`src/dtec_pkg.sv`:
```
/*
 * Package for the dual timer/event counter: register offsets, control
 * field positions, mode codes, reset values and clock-rate constants.
 * Assumes a single 25 MHz system clock and an AHB-Lite register bus.
 */
package dtec_pkg;

    // ==========================================================
    // Register offsets (byte addresses, one word per register)
    // ==========================================================
    localparam logic [7:0] OFS_LO [2] = '{8'h00, 8'h08};
    localparam logic [7:0] OFS_HI [2] = '{8'h04, 8'h0c};
    localparam logic [7:0] OFS_CTL [2] = '{8'h10, 8'h14};

    // ==========================================================
    // Control register fields
    // ==========================================================
    localparam int CTL_MODE_HI = 7;
    localparam int CTL_MODE_LO = 6;
    localparam int CTL_RUN = 4;
    localparam int CTL_EDGE = 3;
    localparam logic [7:0] CTL_RESET = 8'h00;
    localparam logic [7:0] CTL_MASK [2] = '{8'hd8, 8'h10};

    // Mode field codes
    localparam logic [1:0] MODE_EVENT = 2'h1;
    localparam logic [1:0] MODE_TIMER = 2'h2;
    localparam logic [1:0] MODE_PULSE = 2'h3;

    // Reset values of counter state other than the preload, and the full count
    localparam logic [15:0] COUNT_RESET = 16'h0000;
    localparam logic [7:0] BUF_RESET = 8'h00;
    localparam logic [15:0] COUNT_FULL = 16'hffff;

    // ==========================================================
    // Clock rates
    // ==========================================================
    localparam int ACC_W = 26;
    localparam logic [ACC_W-1:0] SYS_HZ = 26'h17d7840;
    localparam logic [ACC_W-1:0] SLOW_HZ = 26'h0008000;
    localparam logic [1:0] FAST_DIV_LAST = 2'h3;

    // Pulse-width measurement states
    typedef enum logic [1:0] {
        PW_WAIT = 2'b01,
        PW_MEASURE = 2'b10
    } dtec_pw_e;

endpackage

```
`src/dtec_timer.sv`:
```
/*
 * Dual 16-bit count-up timer/event counter with an AHB-Lite register
 * slave. Counter 0: timer, event count or pulse-width measurement.
 * Counter 1: timer on a 32768 Hz tick derived from the system clock.
 * Assumes hclk at 25 MHz, an external interrupt controller taking the
 * overflow pulses, and an external pin that may be asynchronous.
 */
// The address map and the AHB-Lite slave port were chosen for this implementation.
`timescale 1ns/1ps

// Behaviour
// (RULE1) Two independent 16-bit up counters; counter 0 has three modes.
// (RULE2) Counter 0 counts system clock over four, or the external pin.
// (RULE3) Counter 1 counts a 32768 Hz tick.
// (RULE4) Pulse-width mode counts the divided system clock, not pin edges.
// (RULE5) Event mode adds one per matching pin transition.
// (RULE6) Overflow past FFFF reloads preload, requests interrupt, keeps counting.
// (RULE7) Preload has no defined value after reset.
// (RULE8) Software clears preload for the full 16-bit range.
// (RULE9) Preload write while stopped also loads the live count.
// (RULE10) Preload write while running reaches the count at next overflow.
// (RULE11) Low-byte write only fills a holding buffer.
// (RULE12) High-byte write loads high byte and moves buffered low byte.
// (RULE13) Software writes low byte before high byte.
// (RULE14) High-byte read captures live low byte; software reads high first.
// (RULE15) Low-byte read returns the captured byte.
// (RULE16) Counter 0 mode in control bits 7:6; counter 1 timer only.
// (RULE17) Control bit 4 runs or stops the counter.
// (RULE18) Control bit 3 picks pin edge in event and pulse modes.
// (RULE19) Mode code 10 timer, 01 event, 11 pulse width.
// (RULE20) Edge bit low counts rising edges, high counts falling.
// (RULE21) Pulse mode counts between edges then clears its run bit.
// (RULE22) External pin is synchronised before edge detection.
// (RULE23) Each overflow gives a one-cycle interrupt request pulse.
module dtec_timer (
    input wire logic hclk,
    input wire logic hresetn,
    input wire logic hsel,
    input wire logic [31:0] haddr,
    input wire logic [1:0] htrans,
    input wire logic hwrite,
    input wire logic [2:0] hsize,
    input wire logic [31:0] hwdata,
    input wire logic hready,
    output logic [31:0] hrdata,
    output logic hreadyout,
    output logic hresp,
    input wire logic external_count_pin,
    output logic counter0_irq,
    output logic counter1_irq
);
    import dtec_pkg::*;

    // ==========================================================
    // Counter step
    // ==========================================================
    // Returns the overflow flag above the next count value
    function automatic logic [16:0] count_step(
        input logic [15:0] cnt,
        input logic [15:0] pre
    );
        count_step = (cnt == COUNT_FULL) ? {1'b1, pre} : {1'b0, cnt + 16'h0001};
    endfunction

    // ==========================================================
    // AHB-Lite slave
    // ==========================================================
    logic dp_valid, next_dp_valid;
    logic dp_write, next_dp_write;
    logic [7:0] dp_addr, next_dp_addr;
    logic rd_done, next_rd_done;
    logic [31:0] rdata, next_rdata;
    logic rd_now, wr_now;
    logic [7:0] wbyte;
    logic wr_lo [2];
    logic wr_hi [2];
    logic wr_ctl [2];
    logic rd_lo [2];
    logic rd_hi [2];

    // Counter state, declared here for the read mux
    logic [15:0] count [2];
    logic [15:0] next_count [2];
    logic [15:0] preload [2];
    logic [15:0] next_preload [2];
    logic [7:0] wbuf [2];
    logic [7:0] next_wbuf [2];
    logic [7:0] rbuf [2];
    logic [7:0] next_rbuf [2];
    logic [7:0] ctrl [2];
    logic [7:0] next_ctrl [2];

    // Reads take one wait state because the read mux output is registered into rdata
    assign rd_now = dp_valid & ~dp_write & ~rd_done;
    assign wr_now = dp_valid & dp_write;
    assign hreadyout = ~rd_now;
    assign hresp = 1'b0;
    assign hrdata = rdata;
    assign wbyte = hwdata[7:0];

    // Address and data phase tracking
    always_comb begin
        next_dp_valid = dp_valid;
        next_dp_write = dp_write;
        next_dp_addr = dp_addr;
        next_rd_done = rd_now;
        if (hreadyout) begin
            next_dp_valid = hsel & htrans[1] & hready;
            next_dp_write = hwrite;
            next_dp_addr = haddr[7:0];
            next_rd_done = 1'b0;
        end
    end
    // Register strobes per counter
    always_comb begin
        for (int i = 0; i < 2; i++) begin
            wr_lo[i] = wr_now & (dp_addr == OFS_LO[i]);
            wr_hi[i] = wr_now & (dp_addr == OFS_HI[i]);
            wr_ctl[i] = wr_now & (dp_addr == OFS_CTL[i]);
            rd_lo[i] = rd_now & (dp_addr == OFS_LO[i]);
            rd_hi[i] = rd_now & (dp_addr == OFS_HI[i]);
        end
    end
    // Read mux; unmapped offsets read zero
    always_comb begin
        next_rdata = rdata;
        if (rd_now) begin
            next_rdata = 32'h0000_0000;
            for (int i = 0; i < 2; i++) begin
                if (dp_addr == OFS_LO[i]) begin
                    next_rdata[7:0] = rbuf[i]; // RULE15
                end
                if (dp_addr == OFS_HI[i]) begin
                    next_rdata[7:0] = count[i][15:8];
                end
                if (dp_addr == OFS_CTL[i]) begin
                    next_rdata[7:0] = ctrl[i] & CTL_MASK[i];
                end
            end
        end
    end

    always_ff @(posedge hclk or negedge hresetn) begin
        if (!hresetn) begin
            dp_valid <= 1'b0;
            dp_write <= 1'b0;
            dp_addr <= 8'h00;
            rd_done <= 1'b0;
            rdata <= 32'h0000_0000;
        end else begin
            dp_valid <= next_dp_valid;
            dp_write <= next_dp_write;
            dp_addr <= next_dp_addr;
            rd_done <= next_rd_done;
            rdata <= next_rdata;
        end
    end

    // ==========================================================
    // Pin synchroniser, edge detect and clock ticks
    // ==========================================================
    logic pin_s1, pin_s2, pin_s3;
    logic pin_rise, pin_fall;
    logic [1:0] div, next_div;
    logic fast_tick;
    logic [ACC_W-1:0] acc, next_acc;
    logic [ACC_W-1:0] acc_sum;
    logic slow_tick;
    // Edges come from the second and third stages only
    assign pin_rise = pin_s2 & ~pin_s3; // RULE22
    assign pin_fall = ~pin_s2 & pin_s3;

    // System clock over four, and a 32768 Hz fractional tick
    assign fast_tick = (div == FAST_DIV_LAST); // RULE2
    assign acc_sum = acc + SLOW_HZ;
    assign slow_tick = (acc_sum >= SYS_HZ); // RULE3

    always_comb begin
        next_div = div + 2'h1;
        next_acc = acc_sum;
        if (slow_tick) begin
            next_acc = acc_sum - SYS_HZ;
        end
    end
    always_ff @(posedge hclk or negedge hresetn) begin
        if (!hresetn) begin
            pin_s1 <= 1'b0;
            pin_s2 <= 1'b0;
            pin_s3 <= 1'b0;
            div <= 2'h0;
            acc <= '0;
        end else begin
            pin_s1 <= external_count_pin; // RULE22
            pin_s2 <= pin_s1;
            pin_s3 <= pin_s2;
            div <= next_div;
            acc <= next_acc;
        end
    end

    // ==========================================================
    // Counters
    // ==========================================================
    logic [1:0] mode0;
    logic run [2];
    logic esel0;
    logic act_edge, pw_start, pw_end, pw_stop;
    logic tick [2];
    logic ovf [2];
    logic [16:0] step [2];
    dtec_pw_e pw_state, next_pw_state;
    assign mode0 = ctrl[0][CTL_MODE_HI:CTL_MODE_LO]; // RULE16
    assign run[0] = ctrl[0][CTL_RUN]; // RULE17
    assign run[1] = ctrl[1][CTL_RUN];
    assign esel0 = ctrl[0][CTL_EDGE]; // RULE18
    assign act_edge = esel0 ? pin_fall : pin_rise; // RULE20
    assign pw_start = esel0 ? pin_rise : pin_fall;
    assign pw_end = esel0 ? pin_fall : pin_rise;

    // Count enables; mode 00 leaves counter 0 idle
    always_comb begin
        case (mode0) // RULE19
            MODE_TIMER: tick[0] = run[0] & fast_tick;
            MODE_EVENT: tick[0] = run[0] & act_edge; // RULE5
            MODE_PULSE: tick[0] = run[0] & fast_tick & (pw_state == PW_MEASURE); // RULE4
            default: tick[0] = 1'b0;
        endcase
        tick[1] = run[1] & slow_tick; // RULE1
    end
    // Pulse-width sequencer: wait for start edge, count, stop on return
    always_comb begin
        next_pw_state = pw_state;
        pw_stop = 1'b0;
        if (!(run[0] && mode0 == MODE_PULSE)) begin
            next_pw_state = PW_WAIT;
        end else begin
            case (pw_state)
                PW_WAIT: begin
                    if (pw_start) begin
                        next_pw_state = PW_MEASURE;
                    end
                end
                PW_MEASURE: begin
                    if (pw_end) begin
                        next_pw_state = PW_WAIT;
                        pw_stop = 1'b1; // RULE21
                    end
                end
                default: next_pw_state = PW_WAIT;
            endcase
        end
    end
    // Count, preload, byte buffers and control per counter
    always_comb begin
        for (int i = 0; i < 2; i++) begin
            step[i] = count_step(count[i], preload[i]);
            ovf[i] = tick[i] & step[i][16]; // RULE6
            next_count[i] = count[i];
            next_preload[i] = preload[i];
            next_wbuf[i] = wbuf[i];
            next_rbuf[i] = rbuf[i];
            next_ctrl[i] = ctrl[i];
            if (wr_lo[i]) begin
                next_wbuf[i] = wbyte; // RULE11
            end
            if (wr_hi[i]) begin
                next_preload[i] = {wbyte, wbuf[i]}; // RULE12
            end
            if (wr_hi[i] && !run[i]) begin
                next_count[i] = {wbyte, wbuf[i]}; // RULE9
            end else if (tick[i]) begin
                next_count[i] = step[i][15:0]; // RULE10
            end
            if (rd_hi[i]) begin
                next_rbuf[i] = count[i][7:0]; // RULE14
            end
            if (wr_ctl[i]) begin
                next_ctrl[i] = wbyte & CTL_MASK[i];
            end
        end
        if (pw_stop && !wr_ctl[0]) begin
            next_ctrl[0][CTL_RUN] = 1'b0; // RULE21
        end
    end
    // Preload carries no reset
    always_ff @(posedge hclk) begin
        preload <= next_preload; // RULE7
    end
    always_ff @(posedge hclk or negedge hresetn) begin
        if (!hresetn) begin
            count <= '{COUNT_RESET, COUNT_RESET};
            wbuf <= '{BUF_RESET, BUF_RESET};
            rbuf <= '{BUF_RESET, BUF_RESET};
            ctrl <= '{CTL_RESET, CTL_RESET};
            pw_state <= PW_WAIT;
            counter0_irq <= 1'b0;
            counter1_irq <= 1'b0;
        end else begin
            count <= next_count;
            wbuf <= next_wbuf;
            rbuf <= next_rbuf;
            ctrl <= next_ctrl;
            pw_state <= next_pw_state;
            counter0_irq <= ovf[0]; // RULE23
            counter1_irq <= ovf[1];
        end
    end
endmodule // dtec_timer

```
`config.mk`:
```
export PLATFORM = sky130hd
export DESIGN_NAME = dtec_timer
export DESIGN_NICKNAME = d
export VERILOG_FILES = /design/src/dtec_pkg.sv /design/src/dtec_timer.sv
export SDC_FILE = /design/constraint.sdc
export NUM_CORES = 1
export LEC_CHECK = 0
export ABC_AREA = 1
export BUFFER_PORTS_ARGS = -buffer_cell sky130_fd_sc_hd__buf_2
export CAP_MARGIN = 20
export CORE_ASPECT_RATIO = 1.2
export CORE_MARGIN = 2
export CORE_UTILIZATION = 45
export DETAILED_ROUTE_END_ITERATION = 8
export GPL_TIMING_DRIVEN = 0
export PLACE_DENSITY = 0.65
export SYNTH_ARGS = -nofsm -noshare
export SYNTH_HDL_FRONTEND = slang
export SYNTH_SLANG_ARGS = --single-unit
```
`constraint.sdc`:
```
create_clock -name hclk -period 3 [get_ports hclk]
set_input_delay 0.15 -clock hclk [delete_from_list [all_inputs] [get_ports hclk]]
set_output_delay 0.15 -clock hclk [all_outputs]
set_load 0.005 [all_outputs]
```
==> metrics.md, run 1 <==
| Metric | Value |
|---|---|
| Setup crit end kind | `flop` |
| Cell total after placement | `1,249` |
| Crit-path slowest cell | `nor2_1` |
| Yosys cell types | `44` |
| TritonRoute pass-1 iters | `5` |
| Hold endpoint | `preload[30]` |
| Final WL | `19,300 microns` |
| Synth warn | `0` |
| Drt wl/cell | `14.8 microns` |
| Most frequent cells in the layout | `291 x nand2_1, 116 x dfrtp_1, 101 x inv_1` |
| Layout fillers | `1,610` |
| Minimum clock period | `2740 ps` |
| Die span in y | `149 microns` |
| Share of layout cells above drive strength 1 | `0.134` |
| First-pass GRT wire length | `31,400 microns` |
| GRT met1 Usage | `0.293` |
| Die area | `0.0186 sq mm` |
| Min-Delay Path Depth | `1` |
| CTS Buf Count | `17` |
| Post-Synthesis Cells | `969` |
| Core Box Area | `0.0174 sq mm` |
| Crit Reg-Reg Startpoint | `dp_addr[5]` |
| Largest net degree at the start of global routing | `79` |
| Final worst slack | `262 ps` |
| Hold Startpoint | `hwdata[6]` |
| Core Rows | `53` |
| Critical Path Source | `dp_addr[5]` |
| #FFs+latches synth | `149` |
| TritonCTS clock tree | `built` |
| Final Hold Vio Count | `0` |
| ANT nets after route | `0` |
| Clock Sink Count | `149` |
| Critical-path cell list | `inv_1, nand4_2, nor2_2, inv_2, nor2_1, nand2_1, nand2_1, buf_2, o221ai_1` |
| Synth Cell Area | `0.00790 sq mm` |
| Worst Path Required | `3270 ps` |
| Initial antenna violation count | `0` |
| Cell depth of the worst flop-to-flop path | `9` |
| First-iteration detailed-routing DRC count | `515` |
| Leak pwr | `0.00455 uW` |
| Worst hold path class | `primary input to flop` |
| Synth async-reset ratio | `0.785` |
| Worst Max-Slew Pin Slew | `795 ps` |
| Clk slew on worst S/H paths | `60 ps` |
| Final net count | `1,148` |
| Max_cap viols | `0` |
| Synth area leaders | `dfrtp_1 37%, nand2_1 14%, edfxtp_1 12%, o21ai_0 5.5%, inv_1 4.8%` |
| Clock Tree Root | `clkbuf_16` |
| Crit-path most repeated cell | `nand2_1` |
| Starting Density | `0.455` |
| Mean post-synth cell area | `8.16 sq um` |
| CP arrival | `3010 ps` |
| Gr busiest metal | `met2` |
| All-Layer GR Usage | `0.214` |
| Outcome | `complete, no violations` |
| RSZ-0062 raised after global routing | `no` |
| Maximum root-to-sink buffer count | `2` |
| GP Congestion | `0.933` |
| Clock power frac | `0.433` |
| Count of flip-flops with a built-in enable after synthesis | `32` |
| Largest stage delay, worst path | `620 ps` |
| Net Sw Frac | `0.250` |
| Worst clock skew | `7.25 ps` |
| CP max FO | `10` |
| Yosys top cell by area | `dfrtp_1` |
| Hpwl dp | `14,200 microns` |
| DRC errors left | `0` |
| WS Path Type | `flop to flop` |
| P_int | `3730 uW` |
| Fin cells | `1,298` |
| Logic gate share of total power | `0.102` |
| DR vias | `6,527` |
| Clock Latency Late Sink | `430 ps` |
| Slew Limit Fails | `0` |
| Pwr per Cell Area | `537 mW/mm^2` |
| Vias in the first global route | `6,170` |
| Setup WS pre-CTS | `303 ps` |
| I/O pin count | `111` |
| Final setup TNS | `0 ps` |
| Register area share after synthesis | `0.492` |
| Ant diodes | `0` |
| R2R Path End | `count[19]` |
| Final period util | `0.913` |
| Sequential power share | `0.465` |
| Slew margin rel. | `0.468` |
| Post-synth top flop | `dfrtp_1` |
| Final setup fails | `0` |
| Top-area cell type share of the netlist area | `0.367` |
| H-tree levels | `4` |
| Maximum VDD drop | `403 uV` |
| Max Clock Freq | `365 MHz` |
| M3 GR Usage | `0.0348` |
| Commonest non-fill, non-tap cell in the layout | `nand2_1` |
| Vias per cell | `5.03` |
| Startpoint types | `flop` |
| Psw | `1240 uW` |
| R2r setup slk | `260 ps` |
| Gr ovfl total | `0` |
| Worst hold slack | `48.3 ps` |
| Met2 Use GR | `0.341` |
| IO Port Bufs | `33` |
| Area grow syn2layout | `17.1%` |
| Die Width | `125 microns` |
-- power by group through the flow --
stage          sequential (uW)  combinational (uW)  clock (uW)
2_1_floorplan             2310                 336           0
3_3_place_gp              2340                 473           0
3_5_place_dp              2350                 484           0
4_1_cts                   2310                 503        2200
5_1_grt                   2330                 584        2270
6_report                  2310                 507        2150
-- per-stage QoR --
stage,area [sq um],utilization,total power [uW]
6_report,9250,0.533,4970
5_1_grt,9250,0.533,5180
4_1_cts,9250,0.533,5010
3_5_place_dp,8490,0.489,2830
3_3_place_gp,8430,0.485,2820
2_1_floorplan,7990,-,2640
-- registers in the layout, indices dropped and copies added (netlist names) --
signal and count:
hrdata 8, acc 20, pin_s3 1, pin_s2 1, pin_s1 1, count 32
counter1_irq 1, rd_done 1, dp_addr 8, pw_state 2, counter0_irq 1, dp_valid 1
dp_write 1, rbuf 16, preload 32, wbuf 16, div 2, ctrl 5
-- metal layers --
| metal | up-vias | routed length, microns |
|---|---|---|
| met3 | 30 | 910 |
| met5 | - | 0 |
| met2 | 175 | 8900 |
| met1 | 3012 | 8880 |
| li1 | 3310 | - |
| met4 | 0 | 575 |
-- cells in the mapped netlist, drive strengths merged, types with 13 or more instances --
cell	n
inv	108
nand2	302
edfxtp	32
o21ai	94
o211ai	14
buf	39
nor3	13
nand3	69
xor2	19
nor2	72
a21oi	17
dfrtp	116
-- layout make-up --
type	count	area (sq um)	share of cell area
plain buffers	51	322	0.0347
clock buffers	23	468	0.0506
repair buffers	53	392	0.0423
multi-input cells	684	3370	0.364
clock inverters	9	126	0.0137
flip-flops and latches	149	3890	0.420
inverters	109	409	0.0442
well taps	220	275	0.0297
-- how the worst max path moves through the flow --
stage / endpoint / depth (start not counted)
floorplan: count[17] / 9
global placement: count[19] / 9
detailed placement: count[19] / 9
CTS: count[19] / 9
global route: count[19] / 9
finish: count[19] / 9
-- logic make-up after synthesis --
logic type	Yosys count	share of synthesized area
AO/OA/AOI/OAI	142	0.101
flip-flops	149	0.492
AND/OR/NAND/NOR	482	0.270
XOR/XNOR	24	0.0266
other	1	0.000475
adder cells (fa/ha/maj)	8	0.0127
buffers and inverters	160	0.0925
multiplexers	3	0.00427
-- critical path, delay by kind of cell (launching register included) --
family / cells / cell delay [ps]
AND/OR/NAND/NOR: 5 / 1560
buffers and inverters: 3 / 510
flip-flops: 1 / 360
AO/OA/AOI/OAI: 1 / 150
-- timing repair --
item | CTS | global route
hold buffers | 17 | 0
setup buffers | 0 | 0
gates resized for setup | 0 | 0
endpoints found under the hold margin | 58 | 0
endpoints found under the setup margin | 0 | 0
Power figures use the tool's default switching activity.
==> run 2: changes to the inputs <==
Settings changed: PLACE_DENSITY 0.65 to not set, PLACE_DENSITY_LB_ADDON set to 0.1.
==> run 2 against run 1 <==
Against the previous run: total power down 1.3%; register-to-register slack better by 130 ps; clock skew up 1.7 ps; global-route usage up 0.76 points; critical path type unchanged; largest power group unchanged.
==> metrics.md, run 2 (same netlist as run 1, synthesis figures left out) <==
| Metric | Value |
|---|---|
| Leak pwr | `0.00454 uW (-0.17%)` |
| First-iteration detailed-routing DRC count | `449 (-13%)` |
| First-pass GRT wire length | `32,500 microns (+3.4%)` |
| Cell depth of the worst flop-to-flop path | `6 (-3)` |
| Maximum root-to-sink buffer count | `2 (unchanged)` |
| Slew Limit Fails | `0 (unchanged)` |
| Largest net degree at the start of global routing | `69 (-13%)` |
| Final setup fails | `0 (unchanged)` |
| TritonRoute pass-1 iters | `5 (unchanged)` |
| Delay-heaviest family, CP | `simple AND/OR/NAND/NOR gates` |
| Setup crit end kind | `flop` |
| Final period util | `0.869 (-0.0441)` |
| CTS Buf Count | `17 (unchanged)` |
| Die Width | `125 microns (unchanged)` |
| Clock Sink Count | `149 (unchanged)` |
| GP Congestion | `0.928 (-0.50%)` |
| Finished Core Util | `0.532 (-0.000792)` |
| Minimum clock period | `2610 ps (-132 ps)` |
| Critical-path cell list | `inv_1, nand4_2, nor4_4, clkinv_1, nor2_1, buf_4` |
| DP Area | `0.00849 sq mm (about the same)` |
| DRC errors left | `0 (unchanged)` |
| Startpoint types | `flop` |
| Clk slew on worst S/H paths | `60 ps (about the same)` |
| Core Box Area | `0.0174 sq mm (unchanged)` |
| Clock Tree Root | `clkbuf_16` |
| Share of layout cells above drive strength 1 | `0.133 (-0.000928)` |
| Register area | `0.00389 sq mm (unchanged)` |
| CP Buf/Inv Count | `3 (unchanged)` |
| Setup WS pre-CTS | `382 ps (+78.6 ps)` |
| Vias per cell | `5.01 (-0.40%)` |
| Die area | `0.0186 sq mm (unchanged)` |
| Starting Density | `0.455 (unchanged)` |
| Largest stage delay, worst path | `570 ps (-50 ps)` |
| Worst Max-Slew Pin Slew | `638 ps (-157 ps)` |
| ANT nets after route | `0 (unchanged)` |
| # resized after CTS | `0 (unchanged)` |
| Outcome | `complete, no violations` |
| R2R Path End | `preload[6]` |
| Hpwl dp | `14,300 microns (+0.96%)` |
| IO Port Bufs | `33 (unchanged)` |
| Clock Latency Late Sink | `430 ps (about the same)` |
| RSZ-0062 raised after global routing | `no` |
| Max Clock Freq | `384 MHz (+5.1%)` |
| Worst Path Required | `3130 ps (-140 ps)` |
| Final Hold Vio Count | `0 (unchanged)` |
| Layout fillers | `1,706 (+6.0%)` |
| Slew margin rel. | `0.573 (+0.105)` |
| Drt wl/cell | `15.0 microns (+1.4%)` |
| Die span in y | `149 microns (unchanged)` |
| R2r setup slk | `390 ps (+130 ps)` |
| CP arrival | `2730 ps (-280 ps)` |
| Vias in the first global route | `6,170 (unchanged)` |
| Pwr per Cell Area | `531 mW/mm^2 (-1.1%)` |
| All-Layer GR Usage | `0.222 (+0.00759)` |
| Min-Delay Path Depth | `1 (unchanged)` |
| I/O pin count | `111 (unchanged)` |
| Post-CTS setup buffers | `0 (unchanged)` |
| Hold endpoint | `preload[28]` |
| Hold buffers post-CTS | `17 (unchanged)` |
| Max_cap viols | `0 (unchanged)` |
| DR vias | `6,501 (-0.40%)` |
| WS Path Type | `flop to flop` |
| Commonest non-fill, non-tap cell in the layout | `nand2_1` |
| Worst hold path class | `primary input to flop` |
| Final WL | `19,500 microns (+1.4%)` |
| Final net count | `1,148 (unchanged)` |
| Maximum VDD drop | `399 uV (-1.1%)` |
| Hold Startpoint | `hwdata[4]` |
| Largest regs | `count: 32 flops, preload: 32 flops, acc: 20 flops` |
| CP max FO | `11 (+1)` |
| Crit Reg-Reg Startpoint | `dp_addr[6]` |
| Core Rows | `53 (unchanged)` |
| TritonCTS clock tree | `built` |
| Most frequent cells in the layout | `291 x nand2_1, 116 x dfrtp_1, 101 x inv_1` |
| H-tree levels | `4 (unchanged)` |
| Final instance area | `0.00924 sq mm (-0.15%)` |
| Crit-path slowest cell | `nor2_1` |
| Gr ovfl total | `0 (unchanged)` |
| Area of the multi-input gates | `0.00337 sq mm (about the same)` |
| Initial antenna violation count | `0 (unchanged)` |
| Area grow syn2layout | `16.9%` |
| Final worst slack | `394 ps (+132 ps)` |
| Worst clock skew | `8.96 ps (+1.71 ps)` |
| Ant diodes | `0 (unchanged)` |
-- run 2: worst max-delay path by stage --
stage	start	slack [ps]	to	cells after the start
2_1_floorplan	dp_addr[7]	590	count[17]	9
3_5_place_dp	dp_addr[6]	380	preload[2]	6
3_3_place_gp	dp_addr[6]	-320	count[17]	9
5_1_grt	dp_addr[6]	170	preload[15]	6
6_report	dp_addr[6]	390	preload[6]	6
4_1_cts	dp_addr[6]	370	preload[6]	6
-- run 2: metal layers --
layer	vias up	wire [microns]	global-route usage
met5	-	0	0
met4	0	346	0.0794
met3	25	734	0.0319
met2	131	9280	0.357
met1	3052	9170	0.308
li1	3293	-	-
-- run 2: final cells by class --
cell class,instances,area share
sequential,149,0.421
multi-input combinational,684,0.365
clock buffer,26,0.0554
inverter,109,0.0443
timing repair buffer,53,0.0424
buffer,51,0.0348
tap,220,0.0298
clock inverter,6,0.00718
-- run 2: metrics by stage --
stage / total power [uW] / hold slack (ps) / std cells / setup TNS (ps)
5_1_grt: 5140 / 39.9 / 1298 / 0
6_report: 4910 / 46.2 / 1298 / 0
3_3_place_gp: 2820 / 258 / 1246 / -3740
4_1_cts: 4960 / 40.5 / 1298 / 0
2_1_floorplan: 2640 / -146 / 993 / 0
3_5_place_dp: 2840 / 135 / 1249 / 0
-- run 2: where the power goes --
part	internal [uW]	total [uW]	switching, uW
combinational	196	505	309
clock	1270	2090	824
sequential	2190	2320	130
